<file path="src/pkg/gdl_pkg.sv">
// Package for the gate drive init and lockout block: timing counts and state codes.
// Assumes a 200 MHz sys_clk shared by the device end and the host end.
`default_nettype none
package gdl_pkg;
    localparam int CLK_PERIOD_NS = 5;
    // Host-side timing, each figure in its own unit, with cycle counts derived from it.
    localparam int STANDBY_EXIT_NS = 280;
    localparam int STANDBY_EXIT_CYC = (STANDBY_EXIT_NS + CLK_PERIOD_NS - 1) / CLK_PERIOD_NS;
    localparam int FIRST_LS_ON_NS = 1000;
    localparam int FIRST_LS_ON_CYC = (FIRST_LS_ON_NS + CLK_PERIOD_NS - 1) / CLK_PERIOD_NS;
    localparam int RECOVER_LS_ON_NS = 100;
    localparam int RECOVER_LS_ON_CYC = (RECOVER_LS_ON_NS + CLK_PERIOD_NS - 1) / CLK_PERIOD_NS;
    localparam int HS_EXTRA_NS = 100;
    localparam int HS_EXTRA_CYC = (HS_EXTRA_NS + CLK_PERIOD_NS - 1) / CLK_PERIOD_NS;
    localparam int SPI_TO_ENABLE_NS = 0;
    localparam int SPI_TO_ENABLE_CYC = (SPI_TO_ENABLE_NS + CLK_PERIOD_NS - 1) / CLK_PERIOD_NS;
    localparam int SETTLE_MS = 2;
    localparam int SETTLE_CYC = SETTLE_MS * 1000000 / CLK_PERIOD_NS;
    localparam int CNT_W = 20;
    localparam int NPH = 3;
    // Per-phase arming state.
    typedef enum logic [1:0] {
        GDL_UNARMED = 2'b00,
        GDL_ARMED = 2'b01,
        GDL_HS_ON_SEEN = 2'b10,
        GDL_LATCHED = 2'b11
    } gdl_phase_e;
    // Host sequencer states.
    typedef enum logic [2:0] {
        GDL_H_SETTLE = 3'b000,
        GDL_H_CONFIG = 3'b001,
        GDL_H_EN_WAIT = 3'b010,
        GDL_H_LS_ON = 3'b011,
        GDL_H_HS_ON = 3'b100,
        GDL_H_RUN = 3'b101
    } gdl_host_e;
endpackage
`default_nettype wire

</file>
<file path="src/pkg/gdl_link_if.sv">
// Interface joining the host controller end to the gate drive logic end.
// Assumes one clock; all signals are levels sampled on sys_clk.
`timescale 1ns/1ps
`default_nettype none
interface gdl_link_if;
    logic gate_enable_a_pin;
    logic gate_enable_b_pin;
    logic [2:0] low_side_in;
    logic [2:0] high_side_in_n;
    logic clear_flags_cmd_0;
    // Host drives enables, phase inputs and flag clear.
    modport host (output gate_enable_a_pin, gate_enable_b_pin, low_side_in, high_side_in_n, clear_flags_cmd_0);
    // Device receives them.
    modport dev (input gate_enable_a_pin, gate_enable_b_pin, low_side_in, high_side_in_n, clear_flags_cmd_0);
endinterface
`default_nettype wire

</file>
<file path="src/design/gdl_device.sv">
// Gate drive output-state and lockout logic of a three-phase pre-driver.
// Assumes the host end on gdl_link_if.dev and supply status inputs synchronous to sys_clk.
`timescale 1ns/1ps
`default_nettype none
module gdl_device (
    // Clock and reset.
    input wire logic sys_clk,
    input wire logic reset,
    // Link from the host.
    gdl_link_if.dev link,
    // Supply and fault status.
    input wire logic gate_supply_rail_ok,
    input wire logic logic_supply_ok,
    input wire logic power_on_reset,
    input wire logic fault_in,
    // Gate drive outputs.
    output logic [2:0] low_gate_out,
    output logic [2:0] upper_gate_out,
    output logic [2:0] low_gate_hiz,
    output logic [2:0] upper_gate_hiz,
    output logic [2:0] upper_gate_state,
    // Status.
    output logic standby_state,
    output logic fault_flag
);
    logic hold_off;
    logic enabled;
    logic [2:0] ls_prev_r;
    logic [2:0] ls_prev_nxt;
    logic [2:0] hs_prev_r;
    logic [2:0] hs_prev_nxt;
    logic [2:0] low_gate_nxt;
    logic [2:0] upper_gate_nxt;
    logic [2:0] low_hiz_nxt;
    logic [2:0] upper_hiz_nxt;
    logic standby_nxt;
    logic fault_flag_r;
    logic fault_flag_nxt;
    gdl_pkg::gdl_phase_e st_r [gdl_pkg::NPH];
    gdl_pkg::gdl_phase_e st_nxt [gdl_pkg::NPH];

    // --------------------------------------------------------------
    // Global conditions
    // --------------------------------------------------------------
    // Hold-off forces every gate low while any supply is bad.
    assign hold_off = !gate_supply_rail_ok || !logic_supply_ok || power_on_reset;
    // Phase inputs count only when both enables are high and no fault.
    assign enabled = link.gate_enable_a_pin && link.gate_enable_b_pin && !fault_in;
    assign upper_gate_state = upper_gate_out;
    assign fault_flag = fault_flag_r;

    // Fault flag sets while a fault or hold-off persists and clears only on a command.
    always_comb begin
        fault_flag_nxt = fault_flag_r;
        if (link.clear_flags_cmd_0) begin
            fault_flag_nxt = 1'b0;
        end
        if (fault_in || hold_off) begin
            fault_flag_nxt = 1'b1;
        end
    end

    // Standby shown whenever the enables are not both high.
    always_comb begin
        standby_nxt = !(link.gate_enable_a_pin && link.gate_enable_b_pin);
    end

    // --------------------------------------------------------------
    // Per-phase arming and gate drive
    // --------------------------------------------------------------
    for (genvar p = 0; p < gdl_pkg::NPH; p++) begin : g_phase
        logic ls_rise;
        logic ls_fall;
        logic hs_on_edge;
        logic hs_off_edge;
        // Edge detection on the phase inputs.
        assign ls_rise = link.low_side_in[p] && !ls_prev_r[p];
        assign ls_fall = !link.low_side_in[p] && ls_prev_r[p];
        assign hs_on_edge = !link.high_side_in_n[p] && hs_prev_r[p];
        assign hs_off_edge = link.high_side_in_n[p] && !hs_prev_r[p];

        // Next state and gate levels for one phase.
        always_comb begin
            st_nxt[p] = st_r[p];
            low_gate_nxt[p] = low_gate_out[p];
            upper_gate_nxt[p] = upper_gate_out[p];
            low_hiz_nxt[p] = low_gate_hiz[p];
            upper_hiz_nxt[p] = upper_gate_hiz[p];
            ls_prev_nxt[p] = link.low_side_in[p];
            hs_prev_nxt[p] = link.high_side_in_n[p];
            if (hold_off) begin
                st_nxt[p] = gdl_pkg::GDL_UNARMED;
                low_gate_nxt[p] = 1'b0;
                upper_gate_nxt[p] = 1'b0;
            end else if (!enabled) begin
                // Standby or fault: drive low and lock the high side.
                if (st_r[p] != gdl_pkg::GDL_UNARMED || !upper_gate_hiz[p]) begin
                    low_gate_nxt[p] = 1'b0;
                    upper_gate_nxt[p] = 1'b0;
                    low_hiz_nxt[p] = 1'b0;
                end
                st_nxt[p] = gdl_pkg::GDL_UNARMED;
            end else begin
                // Low side follows its input once a command arrives.
                if (ls_rise || ls_fall || !low_gate_hiz[p]) begin
                    low_hiz_nxt[p] = 1'b0;
                    low_gate_nxt[p] = link.low_side_in[p] && !upper_gate_out[p];
                end
                case (st_r[p])
                    gdl_pkg::GDL_UNARMED: begin
                        if (ls_rise) begin
                            st_nxt[p] = gdl_pkg::GDL_ARMED;
                        end
                    end
                    gdl_pkg::GDL_ARMED: begin
                        if (hs_on_edge && !link.low_side_in[p]) begin
                            st_nxt[p] = gdl_pkg::GDL_HS_ON_SEEN;
                            upper_hiz_nxt[p] = 1'b0;
                            upper_gate_nxt[p] = 1'b1;
                        end
                    end
                    gdl_pkg::GDL_HS_ON_SEEN: begin
                        if (hs_off_edge) begin
                            st_nxt[p] = gdl_pkg::GDL_LATCHED;
                            upper_gate_nxt[p] = 1'b0;
                        end
                    end
                    gdl_pkg::GDL_LATCHED: begin
                        // Normal operation: follow the inputs, low impedance.
                        upper_hiz_nxt[p] = 1'b0;
                        upper_gate_nxt[p] = !link.high_side_in_n[p] && !link.low_side_in[p];
                        low_gate_nxt[p] = link.low_side_in[p] && link.high_side_in_n[p];
                    end
                    default: begin
                        st_nxt[p] = gdl_pkg::GDL_UNARMED;
                    end
                endcase
            end
        end

        // Phase registers.
        always_ff @(posedge sys_clk) begin
            if (reset) begin
                st_r[p] <= gdl_pkg::GDL_UNARMED;
                low_gate_out[p] <= 1'b0;
                upper_gate_out[p] <= 1'b0;
                low_gate_hiz[p] <= 1'b1;
                upper_gate_hiz[p] <= 1'b1;
                ls_prev_r[p] <= 1'b0;
                hs_prev_r[p] <= 1'b1;
            end else begin
                st_r[p] <= st_nxt[p];
                low_gate_out[p] <= low_gate_nxt[p];
                upper_gate_out[p] <= upper_gate_nxt[p];
                low_gate_hiz[p] <= low_hiz_nxt[p];
                upper_gate_hiz[p] <= upper_hiz_nxt[p];
                ls_prev_r[p] <= ls_prev_nxt[p];
                hs_prev_r[p] <= hs_prev_nxt[p];
            end
        end
    end

    // Status registers.
    always_ff @(posedge sys_clk) begin
        if (reset) begin
            standby_state <= 1'b1;
            fault_flag_r <= 1'b1;
        end else begin
            standby_state <= standby_nxt;
            fault_flag_r <= fault_flag_nxt;
        end
    end
endmodule
`default_nettype wire

</file>
<file path="src/flat_wrapper.sv">
// flat-port wrapper written by rule: the top's interface ports become plain ports
module gdl_device_flat 
  (sys_clk, reset, gate_supply_rail_ok, logic_supply_ok, power_on_reset, fault_in, low_gate_out, upper_gate_out, low_gate_hiz, upper_gate_hiz, upper_gate_state, standby_state, fault_flag, link_gate_enable_a_pin, link_gate_enable_b_pin, link_low_side_in, link_high_side_in_n, link_clear_flags_cmd_0);
  gdl_link_if link_i ();
  input wire logic sys_clk;
  input wire logic reset;
  input wire logic gate_supply_rail_ok;
  input wire logic logic_supply_ok;
  input wire logic power_on_reset;
  input wire logic fault_in;
  output logic [2:0] low_gate_out;
  output logic [2:0] upper_gate_out;
  output logic [2:0] low_gate_hiz;
  output logic [2:0] upper_gate_hiz;
  output logic [2:0] upper_gate_state;
  output logic standby_state;
  output logic fault_flag;
  input wire logic [$bits(link_i.gate_enable_a_pin)-1:0] link_gate_enable_a_pin;
  input wire logic [$bits(link_i.gate_enable_b_pin)-1:0] link_gate_enable_b_pin;
  input wire logic [$bits(link_i.low_side_in)-1:0] link_low_side_in;
  input wire logic [$bits(link_i.high_side_in_n)-1:0] link_high_side_in_n;
  input wire logic [$bits(link_i.clear_flags_cmd_0)-1:0] link_clear_flags_cmd_0;
  assign link_i.gate_enable_a_pin = link_gate_enable_a_pin;
  assign link_i.gate_enable_b_pin = link_gate_enable_b_pin;
  assign link_i.low_side_in = link_low_side_in;
  assign link_i.high_side_in_n = link_high_side_in_n;
  assign link_i.clear_flags_cmd_0 = link_clear_flags_cmd_0;
  gdl_device u_core (.sys_clk(sys_clk), .reset(reset), .link(link_i), .gate_supply_rail_ok(gate_supply_rail_ok), .logic_supply_ok(logic_supply_ok), .power_on_reset(power_on_reset), .fault_in(fault_in), .low_gate_out(low_gate_out), .upper_gate_out(upper_gate_out), .low_gate_hiz(low_gate_hiz), .upper_gate_hiz(upper_gate_hiz), .upper_gate_state(upper_gate_state), .standby_state(standby_state), .fault_flag(fault_flag));
endmodule
</file>
<file path="config.mk">
export PLATFORM = sky130hd
export DESIGN_NAME = gdl_device_flat
export DESIGN_NICKNAME = d
export VERILOG_FILES = /design/src/pkg/gdl_pkg.sv /design/src/pkg/gdl_link_if.sv /design/src/design/gdl_device.sv /design/src/flat_wrapper.sv
export SDC_FILE = /design/constraint.sdc
export NUM_CORES = 1
export LEC_CHECK = 0
export BUFFER_PORTS_ARGS = -buffer_cell sky130_fd_sc_hd__buf_2
export CAP_MARGIN = 0
export CORE_UTILIZATION = 28
export CTS_BUF_LIST = sky130_fd_sc_hd__clkbuf_16
export DETAILED_ROUTE_END_ITERATION = 10
export GPL_TIMING_DRIVEN = 0
export PLACE_DENSITY = 0.46
export SLEW_MARGIN = 20
export SYNTH_ARGS = -nofsm -noshare
export SYNTH_HDL_FRONTEND = slang
export SYNTH_SLANG_ARGS = --single-unit
</file>
<file path="constraint.sdc">
create_clock -name sys_clk -period 1.5 [get_ports sys_clk]
set_input_delay 0.3 -clock sys_clk [delete_from_list [all_inputs] [get_ports sys_clk]]
set_output_delay 0.3 -clock sys_clk [all_outputs]
set_load 0.01 [all_outputs]
</file>
### Word level (Yosys, flattened, before mapping)

Memories as Yosys holds them, arrays and structs flattened.
Index checks and enable logic that the tools add are counted.

* output and inout port bits: 17
* register bits: 20
* memories: 1
* logic and storage cells: 201
* RAM bits: 6

* muxes and demuxes: 60
* reduce and logical (&&, ||, !) cells: 89
* bitwise gates (word level): 4
* equality and inequality tests: 27

Memory list
* u_core.st_r: depth 3, bits a word 2, read ports 3, clocked after memory_dff 0, write ports 3, line gdl_device.sv:39 `gdl_pkg::gdl_phase_e st_r [gdl_pkg::NPH];`

Operators by type and width (count)
* 2-to-1 mux 2 bit: 18
* 2-to-1 mux 1 bit: 33
* inequality test 3 bit (second input constant): 9
* logical AND 1 bit: 26
* zero test 1 bit: 25
* AND reduction 4 bit: 6
* one-hot mux 2 bit (3 select lines): 3
* nonzero test 2 bit: 9
* == test 2 bit (second input constant): 6
* logical OR 1 bit: 12
* inequality test 4 bit (second input constant): 3
* one-hot mux 1 bit (3 select lines): 3
* AND reduction 3 bit: 3
* == test 2 x 1 -> 1 bit (second input constant): 3
* zero test 2 bit: 3
* inequality test 2 x 1 -> 1 bit (second input constant): 3
* inequality test 2 bit (second input constant): 3
* one-hot mux 1 bit (2 select lines): 3
* AND reduction 2 bit: 3
* OR reduction 2 bit: 2
* OR 1 bit: 3
* NOT 1 bit: 1

### Longest topological paths before layout

Gate-level depths: netlist (run 1).

* word-level depth: 8
* depth in mapped cells: 7

### Worst setup path before layout (run 1)

Ideal clock, no wire load.

* path type: register -> register
* from: mem u_core.st_r[0][0] (netlist bit)
* to: reg u_core.upper_gate_out[0]
* arrival: 1.556 ns
* stages on the path, launching flop included: 8
* setup slack: -0.130 ns
* required time: 1.426 ns
* cells stage by stage: dfxtp_1 -> inv_1 -> ha_1 -> nor4b_2 -> or3_4 -> o21ai_2 -> or3_1 -> a31oi_1

RTL lines
* start, declared: line gdl_device.sv:39
* end signal, assigned by index: line gdl_device.sv:154 `upper_gate_out[p] <= upper_gate_nxt[p];`
* end, declared: line gdl_device.sv:18 `output logic [2:0] upper_gate_out,`

==> metrics, run 1 <==
outcome finished, violations left; failing checks setup timing; HPWL Detailed 2420 um; post-synth top area cell dfxtp_1; Cell Area, Synth 0.00147 sq mm; post-synthesis register bit count 26; Worst slew margin 0.600; Bufs on Longest Clock Path 2; die area 0.00554 sq mm; Cell Pwr Density 783 mW/mm^2; post-place setup slack -0.176 ns; I/O Pins 32; total CTS buffers 3; RSZ-0062 raised after global routing true; die width 74.4 um; largest net degree at the start of global routing 16; crit-path max FO 3; Critical Path Start Type register; initial antenna violation count 0; setup_tns -0.167 ns; first-pass GRT wire length 5550 um; crit path kind register to register; total gr overflow 0; Post-Synthesis Cells 174; CP bufs+invs 1; Slowest cell on crit path dfxtp_4; Synthesized Nets 206; required time of the critical path 1.69 ns; Max VDD drop 597 uV; Inst Count DP 272; Yosys cell types 36; Die Span Y 74.4 um; worst skew pair latency 0.26 ns; DR pass1 iterations 4; PortBufs 31; drt initial violations 39; Setup-failing EPs final 3; post-DR vias/cell 4.64; CP arrival 1.76 ns; Setup crit end kind register; most common cell after layout, fill and taps aside buf_2; Worst path top cell family by delay simple AND/OR/NAND/NOR gates; layout cells sized above 1 0.405; MaxCap Viol Count 0; row count 25; drt total wl 3530 um; CTS tree yes; Final Hold Vio Count 0; routability cong. 0.751; Finished Layout Cells 287; Max Freq 636 MHz; post-route ant nets 0; Area Growth Syn to Fin 40.8%; clk sinks 26; Leakage Power 0.000853 uW; Syn Area/Cell 8.44 sq um; DR WL/cell 12.3 um; post-synthesis sequential area ratio 0.354; Top FF cell, synth dfxtp_1; cells along the critical path inv_4, ha_4, nor4b_2, or3_4, o21ai_2, or3_1, a31oi_1; Overall Power 1620 uW; clk slew on worst S/H paths 0.07 ns; worst hold path class input pin to register; critical path depth 7; Total GRT Usage 0.131; final period utilization 1.05; vias after detailed routing 1332; # DRC 0; Reg2Reg Launch Point u_core.st_r[0][0]; Final Max Tran Viols 0; n_diodes 0; clk_skew 0.00380 ns; post-synth top area share 0.354; Fill cells 498; reg-to-reg setup timing slack -0.07 ns; cts-stage hold buffer count 0; Starting Density 0.301; CP max stage delay 0.37 ns; minimum clock period 1.57 ns; Yosys warnings 0; root buf cell clkbuf_16; FF-to-FF path depth 7; Async SR Flop Fraction 0; WHS Endpoint u_core.ls_prev_r[1]; most frequent cells in the layout buf_2, dfxtp_1, nor2_1, buf_4; fin nets 253; worst-margin pin slew 0.600 ns; dominant cells by area after synthesis dfxtp_1, ha_1, a21oi_1; Post-synth EDFFs 0; Hold Startpoint reset; H-tree Lvls 1; final worst setup slack -0.0713 ns; RR Endpoint u_core.upper_gate_out[0]; hold path depth 2; number of global-route vias before repair 1224; core area 0.00488 sq mm
-- metal layers --
| metal | global-route usage | wire, um |
|---|---|---|
| met5 | 0 | 0 |
| met4 | 0.0335 | 17 |
| met3 | 0.0339 | 111 |
| met2 | 0.224 | 1740 |
| met1 | 0.163 | 1660 |
-- stage by stage --
stage	cell area (sq um)	hold slack, ns	utilization
3_5_place_dp	1720	0.445	0.353
4_1_cts	1930	0.210	0.395
6_report	2070	0.214	0.424
3_3_place_gp	1720	0.443	0.353
5_1_grt	2070	0.210	0.424
2_1_floorplan	1480	0.372	-
-- worst register-to-register path, delay by kind of cell (launching register included) --
| family | cells | cell delay, ns |
|---|---|---|
| flops | 1 | 0.37 |
| fa+ha+maj | 1 | 0.15 |
| simple gates | 3 | 0.73 |
| buf+inv | 1 | 0.04 |
| compound gates | 2 | 0.20 |
-- worst max path at each step --
stage | start | endpoint | slack, ns
6_report | u_core.st_r[0][0] | u_core.upper_gate_out[0] | -0.07
4_1_cts | u_core.st_r[0][0] | u_core.upper_gate_out[0] | -0.07
2_1_floorplan | u_core.st_r[0][0] | u_core.upper_gate_out[0] | -0.006
3_5_place_dp | fault_in | u_core.low_gate_out[0] | -0.18
5_1_grt | u_core.st_r[0][0] | u_core.upper_gate_out[0] | -0.12
3_3_place_gp | fault_in | u_core.low_gate_out[0] | -0.16
-- where the power goes --
part / internal, uW / total, uW / switching, uW / leakage [uW]
Clock: 531 / 783 / 252 / 0.0000511
Combinational: 61.2 / 135 / 74.0 / 0.000586
Sequential: 696 / 701 / 5.41 / 0.000216
Total: 1290 / 1620 / 332 / 0.000853
-- logic make-up after synthesis --
kind of cell,Yosys count,synth area share
AND/OR/NAND/NOR,61,0.227
AO/OA/AOI/OAI,41,0.165
flip-flops,26,0.354
buffers and inverters,23,0.0673
adder cells (fa/ha/maj),17,0.145
multiplexers,6,0.0417
-- flip-flops by register name (all words and copies together) (netlist names) --
register	count
u_core.fault_flag	1
u_core.hs_prev_r	3
u_core.low_gate_hiz	3
u_core.low_gate_out	3
u_core.ls_prev_r	3
u_core.st_r	6
u_core.standby_state	1
u_core.upper_gate_hiz	3
u_core.upper_gate_out	3
-- cell type report --
type	count	area (sq um)	area share
clock buffer	3	75.1	0.0363
inverter	16	62.6	0.0302
sequential	26	536	0.259
tap	67	83.8	0.0405
multi-input combinational	125	1000	0.484
clock inverter	1	30.0	0.0145
timing repair buffer	42	241	0.117
buffer	7	38.8	0.0188
-- cell usage after synthesis, types with 2 or more instances --
| library cell | number |
|---|---|
| a31oi_1 | 4 |
| nand3b_1 | 3 |
| clkbuf_1 | 3 |
| o22a_1 | 3 |
| mux2i_1 | 5 |
| nand2b_1 | 3 |
| o21ai_0 | 7 |
| o21ai_1 | 5 |
| nand3_1 | 6 |
| nand4_1 | 2 |
| ha_1 | 17 |
| buf_4 | 3 |
| nor2_1 | 14 |
| a21oi_1 | 16 |
| nor2b_1 | 5 |
| nor3_1 | 3 |
| dfxtp_1 | 26 |
| nor4b_1 | 2 |
| or2_1 | 4 |
| nand2_1 | 12 |
| inv_1 | 16 |
-- what timing repair did --
action                                  CTS  global route
gates resized for setup                  13            28
cloned                                    0             0
endpoints found under the setup margin    6             9
setup buffers                             5             6
pin swaps                                 3            10
No activity file was read; power rests on OpenSTA's default activity.
==> inputs of run 2 (changes only) <==
--- a/config.mk
+++ b/config.mk
@@ -7,11 +7,11 @@
 export LEC_CHECK = 0
 export BUFFER_PORTS_ARGS = -buffer_cell sky130_fd_sc_hd__buf_2
 export CAP_MARGIN = 0
-export CORE_UTILIZATION = 28
+export CORE_UTILIZATION = 48
 export CTS_BUF_LIST = sky130_fd_sc_hd__clkbuf_16
 export DETAILED_ROUTE_END_ITERATION = 10
 export GPL_TIMING_DRIVEN = 0
-export PLACE_DENSITY = 0.46
+export PLACE_DENSITY = 0.82
 export SLEW_MARGIN = 20
 export SYNTH_ARGS = -nofsm -noshare
 export SYNTH_HDL_FRONTEND = slang
==> run 2 against run 1 <==
Against the previous run: the run ends with DRC, setup timing left; non-clock buffer count down 6; worst hold slack improved by 0.0064 ns; sequential cell count did not move; die area shrank 41%; setup slack better by 0.043 ns; register-to-register slack better by 0.04 ns; sequential share of layout area up 1.1 points; combinational power rose by 3%; clock skew about the same; critical path depth unchanged; global-route usage rose by 7.9 points; largest power group unchanged.
==> metrics, run 2 (synthesized netlist as in run 1, its figures left out) <==
outcome finished, violations left; failing checks DRC, setup timing; clk sinks 26; Final Max Tran Viols 0; worst skew pair latency 0.26 ns; Setup-failing EPs final 3; I/O Pins 32; most frequent cells in the layout buf_2, dfxtp_1, nor2_1; first-pass GRT wire length 5360 um; HPWL Detailed 2100 um; Leakage Power 0.000835 uW; FF-to-FF path depth 7; final period utilization 1.02; global routing usage on met2 0.365; GRT busiest layer met2; Die Span Y 57.3 um; final worst setup slack -0.0285 ns; number of global-route vias before repair 1235; Worst slew margin 0.637; RSZ-0062 raised after global routing true; die width 57.3 um; post-route ant nets 0; row count 19; DR WL/cell 13.9 um; Slowest cell on crit path or3_4; most common cell after layout, fill and taps aside buf_2; MaxCap Viol Count 0; post-DR vias/cell 5.63; largest net degree at the start of global routing 16; CP arrival 1.65 ns; max FFs per register 6; PortBufs 31; Starting Density 0.519; worst-margin pin slew 0.545 ns; core area 0.00283 sq mm; post-place setup slack -0.126 ns; initial antenna violation count 0; setup_tns -0.0697 ns; layout cells sized above 1 0.369; clk slew on worst S/H paths 0.07 ns; placed inst area 0.00168 sq mm; Finished Core Util 0.705; drt total wl 3400 um; Max VDD drop 670 uV; Critical Path Start Type register; fin nets 247; CTS tree yes; n_diodes 0; # DRC 5; crit path kind register to register; Fill cells 222; hold path depth 2; FF/Latch Area 538 sq um; reg-to-reg setup timing slack -0.03 ns; crit-path max FO 5; cells along the critical path buf_6, ha_4, nor3b_2, or3_4, buf_4, a21oi_2, a311oi_2; Top reg by flops u_core.st_r; Bufs on Longest Clock Path 2; Multi-input gate area 0.00101 sq mm; Cell Pwr Density 809 mW/mm^2; required time of the critical path 1.62 ns; clk_skew 0.00376 ns; post-route cell area 0.00199 sq mm; total CTS buffers 3; Total GRT Usage 0.210; routing usage on met3 0.0454; routability cong. 0.833; M1 GR Usage 0.256; Hold Slack 0.220 ns; root buf cell clkbuf_16; DR pass1 iterations 7; Final Hold Vio Count 0; drt initial violations 99; vias after detailed routing 1379; die area 0.00329 sq mm; minimum clock period 1.53 ns; worst hold path class input pin to register; H-tree Lvls 1; CP max stage delay 0.39 ns; Area Growth Syn to Fin 35.8%; total gr overflow 0; Max Freq 654 MHz; Setup crit end kind register
[run 2: report_power, final]
group          switching (uW)  leakage, uW  total (uW)  internal (uW)
clock                     244    0.0000511         775            531
combinational            76.4     0.000568         139           62.8
sequential               6.08     0.000216         700            694
total                     326     0.000835        1610           1290
[run 2: routing by layer]
layer / vias to the layer above / part of all wire
met4: 0 / 0.0047
met1: 642 / 0.45
met2: 45 / 0.50
li1: 690 / -
met3: 2 / 0.046
met5: - / 0
[run 2: path summary, 6_finish.rpt]
| path | startpoint | end |
|---|---|---|
| max | u_core.st_r[0][0] | u_core.st_r[0][0] |
| min | reset | u_core.ls_prev_r[1] |
| max reg2reg | u_core.st_r[0][0] | u_core.st_r[0][0] |
| min reg2reg | u_core.low_gate_out[2] | u_core.low_gate_out[2] |
[run 2: what timing repair did]
item                       4_1_cts  5_1_grt
setup endpoints to repair        6        8
gates resized for setup         19       21
hold endpoints to repair         0        0
hold buffers                     0        0
pin swaps                        8        8
buffers inserted                 4        1
[run 2: layout make-up]
class                      count  area share
multi-input combinational    125       0.509
clock buffer                   3      0.0376
sequential                    26       0.270
timing repair buffer          36      0.0985
inverter                      16      0.0314
buffer                         7      0.0194
tap                           31      0.0194
clock inverter                 1      0.0151
[run 2: critical path: cells and delay by family (launching register included)]
kind	cells	cell delay, ns
compound gates	2	0.18
flops	1	0.35
simple gates	2	0.44
buf+inv	2	0.26
fa+ha+maj	1	0.15
[run 2: metrics by stage]
| stage | power [uW] | cells |
|---|---|---|
| 2_1_floorplan | 789 | 174 |
| 3_3_place_gp | 834 | 236 |
| 3_5_place_dp | 835 | 236 |
| 4_1_cts | 1610 | 244 |
| 5_1_grt | 1670 | 245 |
| 6_report | 1610 | 245 |
==> inputs of run 3 (changes only) <==
--- a/config.mk
+++ b/config.mk
@@ -5,13 +5,15 @@
 export SDC_FILE = /design/constraint.sdc
 export NUM_CORES = 1
 export LEC_CHECK = 0
+export ABC_AREA = 1
 export BUFFER_PORTS_ARGS = -buffer_cell sky130_fd_sc_hd__buf_2
 export CAP_MARGIN = 0
+export CORE_MARGIN = 2
 export CORE_UTILIZATION = 48
 export CTS_BUF_LIST = sky130_fd_sc_hd__clkbuf_16
 export DETAILED_ROUTE_END_ITERATION = 10
 export GPL_TIMING_DRIVEN = 0
-export PLACE_DENSITY = 0.82
+export PLACE_DENSITY = 0.81
 export SLEW_MARGIN = 20
 export SYNTH_ARGS = -nofsm -noshare
 export SYNTH_HDL_FRONTEND = slang
==> run 3 against run 2 <==
Against the previous run: the run now ends clean; setup slack improved by 0.16 ns; global-route usage fell by 1.7 points; sequential share of layout area rose by 2.4 points; worst hold slack improved by 0.015 ns; critical path type unchanged; critical endpoint is now u_core.upper_gate_out[1]; largest power group is now sequential cells.
==> metrics, run 3 <==
max FFs per register 6; minimum clock period 1.37 ns; Fill cells 283; largest net degree at the start of global routing 15; most frequent cells in the layout nand2_1, inv_1, buf_2; PortBufs 31; root buf cell clkbuf_16; cts-stage hold buffer count 0; crit-path max FO 4; worst-margin pin slew 0.520 ns; layout cells sized above 1 0.185; Critical Path Start Type register; dominant cells by area after synthesis dfxtp_1, ha_1, nand2_1; die area 0.00359 sq mm; Final Hold Vio Count 0; Final Max Tran Viols 0; setup_tns 0 ns; Internal 1110 uW; Setup-failing EPs final 0; Syn Area/Cell 7.04 sq um; DR pass1 iterations 4; Switching Fraction 0.221; H-tree Lvls 1; number of global-route vias before repair 1319; power share of the sequential group 0.497; MaxCap Viol Count 0; worst skew pair latency 0.26 ns; Cell Area, Synth 0.00150 sq mm; die width 59.9 um; Starting Density 0.499; Top reg by flops u_core.st_r; DR WL/cell 11.0 um; CTS tree yes; Setup crit end kind register; post-route ant nets 0; Die Span Y 59.9 um; post-synthesis register bit count 26; post-place setup slack 0.148 ns; row count 20; Post-Synthesis Cells 213; Slowest cell on crit path dfxtp_1; drt initial violations 66; Worst slew margin 0.653; count leader, synth nand2_1; Area Growth Syn to Fin 18.4%; post-DR vias/cell 5.03; Async SR Flop Fraction 0; HPWL Detailed 2370 um; core area 0.00300 sq mm; post-synth top area share 0.347; clk_skew 0.00254 ns; Yosys cell types 22; CP arrival 1.53 ns; total CTS buffers 3; crit path kind register to register; outcome finished clean; Total GRT Usage 0.193; clk sinks 26; Max VDD drop 379 uV; Top cell by count, worst path nand2_1; Worst path top cell family by delay flip-flops; FF/Latch Area 520 sq um; final worst setup slack 0.127 ns; Overall Power 1420 uW; cells along the critical path inv_1, ha_1, o21ai_0, nand2_1, nand2_1, nand2_1, nand2_1, nor2_1; CP max stage delay 0.39 ns; first-pass GRT wire length 5310 um; # DRC 0; Yosys warnings 0; Multi-input gate area 801 sq um; Top FF cell, synth dfxtp_1; drt total wl 3100 um; final period utilization 0.915; total gr overflow 0; post-route cell area 0.00177 sq mm; Cell Pwr Density 800 mW/mm^2; post-synthesis sequential area ratio 0.347; Bufs on Longest Clock Path 2; worst hold path class input pin to register; clk slew on worst S/H paths 0.06 ns; Leakage Power 0.000932 uW; initial antenna violation count 0; Psw 314 uW; post-synth top area cell dfxtp_1; Post-synth EDFFs 0; CP bufs+invs 1; I/O Pins 32; RSZ-0062 raised after global routing false; fin nets 281; placed inst area 0.00170 sq mm; Max Freq 729 MHz; combinational share of power 0.088; vias after detailed routing 1414; Synth top cells by count nand2_1, inv_1, dfxtp_1; required time of the critical path 1.66 ns; clock network power share 0.415; n_diodes 0; Synthesized Nets 245; most common cell after layout, fill and taps aside nand2_1; routability cong. 0.853
## run 3: worst reg2reg max path, stage by stage, from the launching register on
cell	delay, ns
dfxtp_1	0.39
inv_1	0.10
ha_1	0.32
o21ai_0	0.16
nand2_1	0.07
nand2_1	0.08
nand2_1	0.05
nand2_1	0.05
nor2_1	0.04
## run 3: power groups by stage
stage                     clock [uW]  sequential [uW]  combinational, uW
after CTS                        605              706                124
after global routing             633              708                143
after floorplan                    0              723               78.2
after detailed placement           0              722                123
final                            589              706                125
after global placement             0              722                122
## run 3: final cells by class
| type | instances | area share |
|---|---|---|
| plain buffers | 5 | 0.0212 |
| clock buffers | 3 | 0.0423 |
| clock inverters | 1 | 0.00212 |
| inverters | 37 | 0.0790 |
| multi-input cells | 145 | 0.451 |
| flip-flops and latches | 26 | 0.293 |
| well taps | 33 | 0.0233 |
| repair buffers | 31 | 0.0874 |
## run 3: cell families (layout without fill, tap and decap cells)
group | after synthesis | in the layout | synth area share
buf+inv | 42 | 77 | 0.119
compound gates | 45 | 45 | 0.168
simple gates | 83 | 83 | 0.225
flops | 26 | 26 | 0.347
fa+ha+maj | 17 | 17 | 0.142
## run 3: worst paths after layout
kind	from	to	slack (ns)	depth (start not counted)
worst min register to register	u_core.fault_flag	u_core.fault_flag	0.48	2
worst min-delay path	link_clear_flags_cmd_0	u_core.fault_flag	0.24	2
worst max-delay path	u_core.st_r[1][0]	u_core.upper_gate_out[1]	0.13	8
worst max register to register	u_core.st_r[1][0]	u_core.upper_gate_out[1]	0.13	8
## run 3: timing repair
item | 4_1_cts | 5_1_grt
resized for setup | 0 | 1
endpoints found under the setup margin | 0 | 1
endpoints found under the hold margin | 0 | 0
buffers inserted | 0 | 0
## run 3: per-stage QoR
step | hold slack (ns) | util | std cells
2_1_floorplan | 0.416 | - | 213
3_3_place_gp | 0.458 | 0.565 | 277
3_5_place_dp | 0.473 | 0.565 | 277
4_1_cts | 0.237 | 0.591 | 281
5_1_grt | 0.240 | 0.591 | 281
6_report | 0.236 | 0.591 | 281
## run 3: per-layer routing
layer / share of wire / track usage / up-vias
met3: 0.058 / 0.0195 / 6
met5: 0 / 0 / -
li1: - / - / 740
met2: 0.47 / 0.351 / 41
met1: 0.46 / 0.232 / 627
met4: 0.013 / 0.0667 / 0
